### src/pkg/gif_pkg.sv
`default_nettype none
package gif_pkg;
  // Bus geometry
  localparam int unsigned GIF_AW = 12;
  localparam int unsigned GIF_DW = 32;
  // Pin bank geometry: four event bits per pin, eight pins a word
  localparam int unsigned GIF_PINS = 30;
  localparam int unsigned GIF_LANE = 4;
  localparam int unsigned GIF_EVW = GIF_PINS * GIF_LANE;
  localparam int unsigned GIF_FRC3_W = 24;
  // Position of each event type inside a pin's group
  localparam int unsigned GIF_BIT_RISE = 3;
  localparam int unsigned GIF_BIT_FALL = 2;
  localparam int unsigned GIF_BIT_HIGH = 1;
  localparam int unsigned GIF_BIT_LOW = 0;
  // Register offsets
  localparam logic [GIF_AW-1:0] GIF_OFF_EN0 = 12'h100;
  localparam logic [GIF_AW-1:0] GIF_OFF_EN1 = 12'h104;
  localparam logic [GIF_AW-1:0] GIF_OFF_EN2 = 12'h108;
  localparam logic [GIF_AW-1:0] GIF_OFF_EN3 = 12'h10c;
  localparam logic [GIF_AW-1:0] GIF_OFF_FRC0 = 12'h110;
  localparam logic [GIF_AW-1:0] GIF_OFF_FRC1 = 12'h114;
  localparam logic [GIF_AW-1:0] GIF_OFF_FRC2 = 12'h118;
  localparam logic [GIF_AW-1:0] GIF_OFF_FRC3 = 12'h11c;
  localparam logic [GIF_AW-1:0] GIF_OFF_STS0 = 12'h120;
  localparam logic [GIF_AW-1:0] GIF_OFF_EVT = 12'h140;
  localparam logic [GIF_AW-1:0] GIF_OFF_EVT_MASK = 12'h144;
  // Reset values
  localparam logic [GIF_DW-1:0] GIF_RST_WORD = 32'h0000_0000;
  localparam logic [GIF_FRC3_W-1:0] GIF_RST_FRC3 = 24'h00_0000;
  localparam logic [GIF_DW-1:0] GIF_FRC3_MASK = 32'h00ff_ffff;
  // Housekeeping event bits
  localparam int unsigned GIF_EV_N = 3;
  localparam int unsigned GIF_EV_IRQ_RISE = 0;
  localparam int unsigned GIF_EV_RSVD_WR = 1;
  localparam int unsigned GIF_EV_UNMAPPED = 2;
  localparam logic [GIF_EV_N-1:0] GIF_RST_EV = 3'h0;

  typedef struct packed {
    logic [GIF_AW-1:0] addr;
    logic [GIF_DW-1:0] wdata;
    logic wr;
    logic rd;
  } gif_bus_req_t;

  typedef logic [GIF_EVW-1:0] gif_evvec_t;
endpackage : gif_pkg
`default_nettype wire

### src/hw/gif_core.sv
// What this block does
// - Force words 0x110, 0x114, 0x118, 0x11c raise their events regardless.
// - Read-only status word 0x120 shows events after enable and force.
// - Four bits a pin, rise/fall/high/low downward, highest pin on top.
// - Every force bit reads back as written and clears to zero on reset.
// - Force word 3 holds pins 24 to 29; its top byte forces nothing.
// - Status word covers pins 0 to 7, ignores writes, resets to zero.
// - Enable bits of the same layout gate raw events before status.
//
// Implementation choice: the strobed register port.
`timescale 1ns/1ps
`default_nettype none
module gif_core (
  // Clock and reset
  input wire logic ref_clk,
  input wire logic srst,
  // Register port
  input wire gif_pkg::gif_bus_req_t bus_req,
  output logic [gif_pkg::GIF_DW-1:0] rdata,
  // Raw pin events, pin p at bits 4p+3..4p
  input wire gif_pkg::gif_evvec_t raw_events,
  // Interrupt lines
  output logic first_core_irq,
  output logic house_irq
);
  import gif_pkg::*;

  function automatic logic addr_is(input logic [GIF_AW-1:0] a,
                                   input logic [GIF_AW-1:0] off);
    addr_is = (a == off);
  endfunction : addr_is

  logic [GIF_DW-1:0] en0_reg;
  logic [GIF_DW-1:0] en1_reg;
  logic [GIF_DW-1:0] en2_reg;
  logic [GIF_FRC3_W-1:0] en3_reg;
  logic [GIF_DW-1:0] frc0_reg;
  logic [GIF_DW-1:0] frc1_reg;
  logic [GIF_DW-1:0] frc2_reg;
  logic [GIF_FRC3_W-1:0] frc3_reg;
  logic [GIF_DW-1:0] rdata_reg;
  logic [GIF_DW-1:0] rdata_next;
  logic irq_reg;
  logic [GIF_EV_N-1:0] ev_reg;
  logic [GIF_EV_N-1:0] ev_next;
  logic [GIF_EV_N-1:0] ev_mask_reg;

  // Address decode
  wire hit_en0 = addr_is(bus_req.addr, GIF_OFF_EN0);
  wire hit_en1 = addr_is(bus_req.addr, GIF_OFF_EN1);
  wire hit_en2 = addr_is(bus_req.addr, GIF_OFF_EN2);
  wire hit_en3 = addr_is(bus_req.addr, GIF_OFF_EN3);
  wire hit_frc0 = addr_is(bus_req.addr, GIF_OFF_FRC0);
  wire hit_frc1 = addr_is(bus_req.addr, GIF_OFF_FRC1);
  wire hit_frc2 = addr_is(bus_req.addr, GIF_OFF_FRC2);
  wire hit_frc3 = addr_is(bus_req.addr, GIF_OFF_FRC3);
  wire hit_sts0 = addr_is(bus_req.addr, GIF_OFF_STS0);
  wire hit_ev = addr_is(bus_req.addr, GIF_OFF_EVT);
  wire hit_evm = addr_is(bus_req.addr, GIF_OFF_EVT_MASK);
  wire hit_any = hit_en0 | hit_en1 | hit_en2 | hit_en3 | hit_frc0
               | hit_frc1 | hit_frc2 | hit_frc3 | hit_sts0 | hit_ev
               | hit_evm;
  wire acc = bus_req.wr | bus_req.rd;
  wire wr_ev = bus_req.wr & hit_ev;

  // Flattened enable and force vectors, pin 0 at the bottom
  wire gif_evvec_t en_all = {en3_reg, en2_reg, en1_reg, en0_reg};
  wire gif_evvec_t frc_all = {frc3_reg, frc2_reg, frc1_reg, frc0_reg};
  wire gif_evvec_t status_all;

  // Per pin: each event type raw AND enable OR force
  for (genvar p = 0; p < GIF_PINS; p++) begin : g_pin
    wire [GIF_LANE-1:0] raw_l = raw_events[p*GIF_LANE +: GIF_LANE];
    wire [GIF_LANE-1:0] en_l = en_all[p*GIF_LANE +: GIF_LANE];
    wire [GIF_LANE-1:0] frc_l = frc_all[p*GIF_LANE +: GIF_LANE];
    assign status_all[p*GIF_LANE +: GIF_LANE] =
      (raw_l & en_l) | frc_l;
  end

  wire [GIF_DW-1:0] status_word0 = status_all[GIF_DW-1:0];
  wire any_status = |status_all;
  wire frc3_rsvd_wr = bus_req.wr & hit_frc3
                    & (|(bus_req.wdata & ~GIF_FRC3_MASK));

  // Read mux; reserved and unmapped read as zero
  wire [GIF_DW-1:0] frc3_word = {{(GIF_DW-GIF_FRC3_W){1'b0}}, frc3_reg};
  wire [GIF_DW-1:0] en3_word = {{(GIF_DW-GIF_FRC3_W){1'b0}}, en3_reg};
  wire [GIF_DW-1:0] ev_word = {{(GIF_DW-GIF_EV_N){1'b0}}, ev_reg};
  wire [GIF_DW-1:0] evm_word = {{(GIF_DW-GIF_EV_N){1'b0}}, ev_mask_reg};
  wire [GIF_DW-1:0] rd_mux =
      ({GIF_DW{hit_en0}} & en0_reg)
    | ({GIF_DW{hit_en1}} & en1_reg)
    | ({GIF_DW{hit_en2}} & en2_reg)
    | ({GIF_DW{hit_en3}} & en3_word)
    | ({GIF_DW{hit_frc0}} & frc0_reg)
    | ({GIF_DW{hit_frc1}} & frc1_reg)
    | ({GIF_DW{hit_frc2}} & frc2_reg)
    | ({GIF_DW{hit_frc3}} & frc3_word)
    | ({GIF_DW{hit_sts0}} & status_word0)
    | ({GIF_DW{hit_ev}} & ev_word)
    | ({GIF_DW{hit_evm}} & evm_word);
  assign rdata_next = bus_req.rd ? rd_mux : GIF_RST_WORD;

  // Sticky events: a new event beats a same-cycle clear
  wire [GIF_EV_N-1:0] ev_set = {acc & ~hit_any, frc3_rsvd_wr,
                                any_status & ~irq_reg};
  wire [GIF_EV_N-1:0] ev_clr = wr_ev ? bus_req.wdata[GIF_EV_N-1:0]
                                     : GIF_RST_EV;
  assign ev_next = ev_set | (ev_reg & ~ev_clr);

  // Enable registers
  always_ff @(posedge ref_clk) begin
    if (srst) begin
      en0_reg <= GIF_RST_WORD;
      en1_reg <= GIF_RST_WORD;
      en2_reg <= GIF_RST_WORD;
      en3_reg <= GIF_RST_FRC3;
    end else if (bus_req.wr) begin
      if (hit_en0) en0_reg <= bus_req.wdata;
      if (hit_en1) en1_reg <= bus_req.wdata;
      if (hit_en2) en2_reg <= bus_req.wdata;
      if (hit_en3) en3_reg <= bus_req.wdata[GIF_FRC3_W-1:0];
    end
  end

  // Force registers; status word has no write path
  always_ff @(posedge ref_clk) begin
    if (srst) begin
      frc0_reg <= GIF_RST_WORD;
      frc1_reg <= GIF_RST_WORD;
      frc2_reg <= GIF_RST_WORD;
      frc3_reg <= GIF_RST_FRC3;
    end else if (bus_req.wr) begin
      if (hit_frc0) frc0_reg <= bus_req.wdata;
      if (hit_frc1) frc1_reg <= bus_req.wdata;
      if (hit_frc2) frc2_reg <= bus_req.wdata;
      if (hit_frc3) frc3_reg <= bus_req.wdata[GIF_FRC3_W-1:0];
    end
  end

  always_ff @(posedge ref_clk) begin
    if (srst) begin
      rdata_reg <= GIF_RST_WORD;
      irq_reg <= 1'b0;
    end else begin
      rdata_reg <= rdata_next;
      irq_reg <= any_status;
    end
  end

  always_ff @(posedge ref_clk) begin
    if (srst) begin
      ev_reg <= GIF_RST_EV;
      ev_mask_reg <= GIF_RST_EV;
    end else begin
      ev_reg <= ev_next;
      if (bus_req.wr && hit_evm) begin
        ev_mask_reg <= bus_req.wdata[GIF_EV_N-1:0];
      end
    end
  end

  assign rdata = rdata_reg;
  assign first_core_irq = irq_reg;
  assign house_irq = |(ev_reg & ev_mask_reg);
endmodule : gif_core
`default_nettype wire

### config.mk
export PLATFORM = sky130hd
export DESIGN_NAME = gif_core
export DESIGN_NICKNAME = d
export VERILOG_FILES = /design/src/pkg/gif_pkg.sv /design/src/hw/gif_core.sv
export SDC_FILE = /design/constraint.sdc
export NUM_CORES = 1
export LEC_CHECK = 0
export BUFFER_PORTS_ARGS = -buffer_cell sky130_fd_sc_hd__buf_2
export CAP_MARGIN = 10
export CORE_MARGIN = 2
export CORE_UTILIZATION = 55
export DETAILED_ROUTE_END_ITERATION = 10
export PLACE_DENSITY_LB_ADDON = 0.1
export SLEW_MARGIN = 25
export SYNTH_ARGS = -nofsm -noshare
export SYNTH_HDL_FRONTEND = slang
export SYNTH_SLANG_ARGS = --single-unit
### constraint.sdc
create_clock -name ref_clk -period 4.5 [get_ports ref_clk]
set_input_delay 0 -clock ref_clk [delete_from_list [all_inputs] [get_ports ref_clk]]
set_output_delay 0 -clock ref_clk [all_outputs]
set_load 0.02 [all_outputs]
# [Word-level counts from Yosys, hierarchy flattened]
# Index checks and enable logic that the tools add are counted.
[classes] muxes=1 bitwise_logic=104 eq_ne=11 n_reduce_logical=13
[ops] operator="$or A32 B32 Y32" n=10
[ops] operator="$and A32 B32 Y32" n=7
[ops] operator="$eq A12 B9 Y1 const B" n=11
[ops] operator="$and A4 B4 Y4" n=30
[ops] operator="$or A4 B4 Y4" n=30
[ops] operator="$reduce_or A120 Y1" n=1
[ops] operator="$and A32 B24 Y32" n=2
[ops] operator="$and A32 B3 Y32" n=2
[ops] operator="$reduce_and A2 Y1" n=8
[ops] operator="$or A1 B1 Y1" n=11
[ops] operator="$reduce_or A8 Y1" n=1
[ops] operator="$and A3 B3 Y3" n=2
[ops] operator="$and A1 B1 Y1" n=5
[ops] operator="$mux W3" n=1
[ops] operator="$not A1 Y1" n=3
[ops] operator="$not A3 Y3" n=1
[ops] operator="$or A3 B3 Y3" n=1
[ops] operator="$reduce_or A3 Y1" n=1
[ops] operator="$reduce_or A2 Y1" n=1
[ops] operator="$logic_and A1 B1 Y1" n=1
[word_totals] regBits=279 wordCells=141 input_bits=168 output_inout_bits=34

# [Logic depth before layout (Yosys ltp)]
[depth] depth_word=14 mapped_depth=9

# [Worst setup path after synthesis]
# Ideal clock, no wire load.
[synth_timing] path_type="flip-flop to flip-flop" start="reg frc2_reg[29]" end="reg ev_reg[0]" t_required_ns=4.371 t_arrival_ns=1.957 n_path_buf=0 path_slack_ns=2.414 path_stages_with_launch=7 setup_ns=0.129 period_less_slack_ns=2.086 path_cell_list="dfxtp_1 nor4_1 nand4_1 or4_1 or4_1 nor4_1 a21oi_1"
[synth_between] elab_chain_len=4
[synth_lines] element="start: declaration" line_no="gif_core.sv:39" rtl="logic [GIF_DW-1:0] frc2_reg;"
[synth_lines] element="start signal: assignment" line_no="gif_core.sv:136" rtl="if (hit_frc2) frc2_reg <= bus_req.wdata;"
[synth_lines] element="$or A4 B4 Y4" line_no="gif_core.sv:77" rtl="(raw_l & en_l) | frc_l;"
[synth_lines] element="$reduce_or A120 Y1" line_no="gif_core.sv:81" rtl="wire any_status = |status_all;"
[synth_lines] element="$and A1 B1 Y1" line_no="gif_core.sv:106" rtl="any_status & ~irq_reg};"
[synth_lines] element="$or A3 B3 Y3" line_no="gif_core.sv:109" rtl="assign ev_next = ev_set | (ev_reg & ~ev_clr);"
[synth_lines] element="end signal: assignment" line_no="gif_core.sv:156" rtl="ev_reg <= ev_next;"
[synth_lines] element="end: declaration" line_no="gif_core.sv:44" rtl="logic [GIF_EV_N-1:0] ev_reg;"
# No other way between the ends.
# A chain may end at the register's enable or synchronous reset.

# [Worst setup path in the final report]
[layout_timing] start="reg en3_reg[6]" end="reg irq_reg, in the netlist first_core_irq"
[layout_between] elab_chain_len=3
[layout_lines] element="start: declaration" line_no="gif_core.sv:36" rtl="logic [GIF_FRC3_W-1:0] en3_reg;"
[layout_lines] element="start signal: assignment" line_no="gif_core.sv:122" rtl="if (hit_en3) en3_reg <= bus_req.wdata[GIF_FRC3_W-1:0];"
[layout_lines] element="$and A4 B4 Y4" line_no="gif_core.sv:77"
[layout_lines] element="$or A4 B4 Y4" line_no="gif_core.sv:77"
[layout_lines] element="$reduce_or A120 Y1" line_no="gif_core.sv:81"
[layout_lines] element="end signal: assignment" line_no="gif_core.sv:147" rtl="irq_reg <= any_status;"
[layout_lines] element="end: declaration" line_no="gif_core.sv:43" rtl="logic irq_reg;"
# No other way between the ends.

==> reports/results.ini <==
[status]
outcome=complete, no violations

[logic_synthesis]
synth_ff_type=dfxtp_1
synth_top_area_share_pct=46.3
synth-simple-area-share_pct=23.4
synth_area_um2=12100
mappedNetlistNets=1722
synth-edff-count=0
yosysMostFrequentCell=nand2_1
synth_top_family_by_area=compound AO/OA/AOI/OAI gates
synth_area_leaders=dfxtp_1 (46%), nand2_1 (16%), a21oi_1 (10%)
synth_top_cell_by_area=dfxtp_1
synth_warnings=0
yosysUniqueCellTypes=48
synth.avg_cell_area_um2=7.76
async_flop_share_pct=0
synth_xor_area_share_pct=0.145
synth_seq_cells=279
synth-adder-area-share_pct=0
synth_common_cells=nand2_1 (511), dfxtp_1 (279), a21oi_1 (245)
synth_compound_area_share_pct=24.5
yosysSeqAreaShare_pct=46.3
synthMuxAreaShare_pct=0.249
synth_cells=1554

[flow_run]
cap_viol_max_count=0

[die]
rows=54
start_util_pct=55.6
ios=202
die_w_um=152
die_h_um=152
core_area_um2=21700
dieArea_um2=23100

[route]
wl_mm=50.6
wl_per_cell_um=24.9
viasPerCell=6.53
drt_first_iter_violations=1864
antenna_left=0
remaining_drc_errors=0
dr.pass1.iters=10
vias=13259

[placement]
port_buffers=201
hpwl_mm=34.0
gp_congestion=0.995
place_area_um2=13000

[timing]
hold_violations=0
fin_worst_skew_ns=0.0122
fin_setup_tns_ns=0
rsz0062_at_grt=no
max_slew.worst_pin.slew_ns=1.09
max_slew_margin_pct=27.0
drv_slew=0
period_share_pct=62.8
period_minus_slack_ns=2.83
setup_violations=0
fmax_ghz=0.354

[power]
power.share.sequential_pct=44.7
swShare_pct=21.5
ir_drop_uv=297
power_frac_comb_pct=4.5
power.share.clock_pct=50.9
p_per_area_nw_per_um2=376
p_int_mw=4.34
leakage_nw=5.17
p_sw_mw=1.19

[worst_setup_path]
path_buf_inv=1
crit_required_ns=4.90
crit_path_start_kind=flop
cp_top_family=simple AND/OR/NAND/NOR gates
timing.rr.end=first_core_irq
r2r_slack_ns=1.67
worst_path_max_delay_cell=a222oi_1
worstPathCellList=a222oi_1 > nand4_1 > or4_1 > nor4_1 > buf_4 > nor2_1
cp_max_fo=3
timing_worst_setup_path_type=reg2reg
worst_r2r_path_depth=6
rr_startpoint=en3_reg[6]
end_kind=flop
cp.arrival_ns=3.23
critPathMaxStageDelay_ns=0.85

[finish]
nets=1896
area_growth_pct=21.9
antenna_cells=0
final_layout_size_suffix_gt1_share_pct=16.8
final_area_um2=14700

[cts]
clockBufferDepth=3
tritoncts=done
clk_latency_ns=0.56
root_buffer=clkbuf_16
cts_max_level=1
path_clk_slew_ns=0.07
cts_sinks=279
numCtsBuffers=29

[worst_hold_path]
hold_start=raw_events[22]
hold_path.class=in2reg
min_path_cells=4
holdPathEnd=rdata[22]

[global_route]
grt_pass1_vias=12154
grt_start_max_net_pins=138
track_usage_pct=42.1
grt_overflow_total=0
antenna_found_initial=0
grt_pass1_wl_mm=75.5

cell usage in the layout, fill, tap and decap left out, types with 9 or more instances in the layout:
master           n
a21oi_1        245
a221oi_1        36
a222oi_1        27
a22o_1          23
a22oi_1         53
a31oi_1         32
a32o_1          13
buf_2          200
buf_4           25
bufinv_16        9
clkbuf_16       29
dfxtp_1        279
dlygate4sd3_1   55
nand2_1        509
nand3_1         23
nand4_1         24
nor2_1          25
nor3_1          12
nor4_1          33
worst max path at each step:
stage | startpoint | to | depth (start not counted)
after detailed placement | bus_req[35] | frc3_reg[1] | 7
after global routing | frc2_reg[13] | first_core_irq | 7
final | en3_reg[6] | first_core_irq | 6
after floorplan | frc2_reg[29] | ev_reg[0] | 6
after global placement | bus_req[35] | frc2_reg[13] | 7
after CTS | en3_reg[6] | first_core_irq | 6
kinds of logic (layout without fill, tap and decap cells):
logic type             after synthesis  in the layout
flip-flops                         279            279
multiplexers                         3              3
AO/OA/AOI/OAI                      458            458
XOR/XNOR                             2              2
buffers and inverters              144            340
AND/OR/NAND/NOR                    668            668
metrics by stage:
| step | hold slack [ns] | worst slack, ns | cells | utilization, % | power (mW) |
|---|---|---|---|---|---|
| 2_1_floorplan | 0.140 | 2.41 | 1554 | - | 2.61 |
| 3_3_place_gp | 0.312 | 1.18 | 1922 | 60.0 | 2.73 |
| 3_5_place_dp | 0.323 | 1.34 | 1922 | 60.0 | 2.73 |
| 4_1_cts | 0.0137 | 1.67 | 2030 | 67.8 | 5.52 |
| 5_1_grt | 0.0231 | 1.54 | 2030 | 67.8 | 5.64 |
| 6_report | 0.0113 | 1.67 | 2030 | 67.8 | 5.53 |
worst register-to-register path, cell delays in order (launching register included):
cell,delay [ns]
dfxtp_1,0.40
a222oi_1,0.85
nand4_1,0.32
or4_1,0.58
nor4_1,0.26
buf_4,0.20
nor2_1,0.05
per-layer routing:
layer	GRT usage, %	vias up	part of all wire (%)	routed length (µm)
met5	0	-	0	0
met2	63.4	1047	43	21900
met4	20.7	0	5.8	2930
met3	9.75	166	14	7040
li1	-	5907	-	-
met1	57.0	6139	37	18700
power by group through the flow:
| stage | sequential [mW] | combinational, mW | clock (mW) |
|---|---|---|---|
| 5_1_grt | 2.47 | 0.260 | 2.91 |
| 3_3_place_gp | 2.53 | 0.201 | 0 |
| 2_1_floorplan | 2.53 | 0.0881 | 0 |
| 4_1_cts | 2.47 | 0.238 | 2.81 |
| 6_report | 2.47 | 0.246 | 2.81 |
| 3_5_place_dp | 2.53 | 0.200 | 0 |
timing repair:
action	in CTS	in global routing
buffers inserted	0	0
hold buffers	55	0
hold endpoints to repair	267	0
resized for setup	0	0
cell type report:
type	count	area [µm²]
Clock buffer	36	802
Clock inverter	17	319
Fill cell	1865	6990
Inverter	5	18.8
Multi-Input combinational cell	1131	5860
Sequential cell	279	5590
Tap cell	280	350
Timing Repair Buffer	282	1760
No activity file was read; power rests on OpenSTA's default activity.
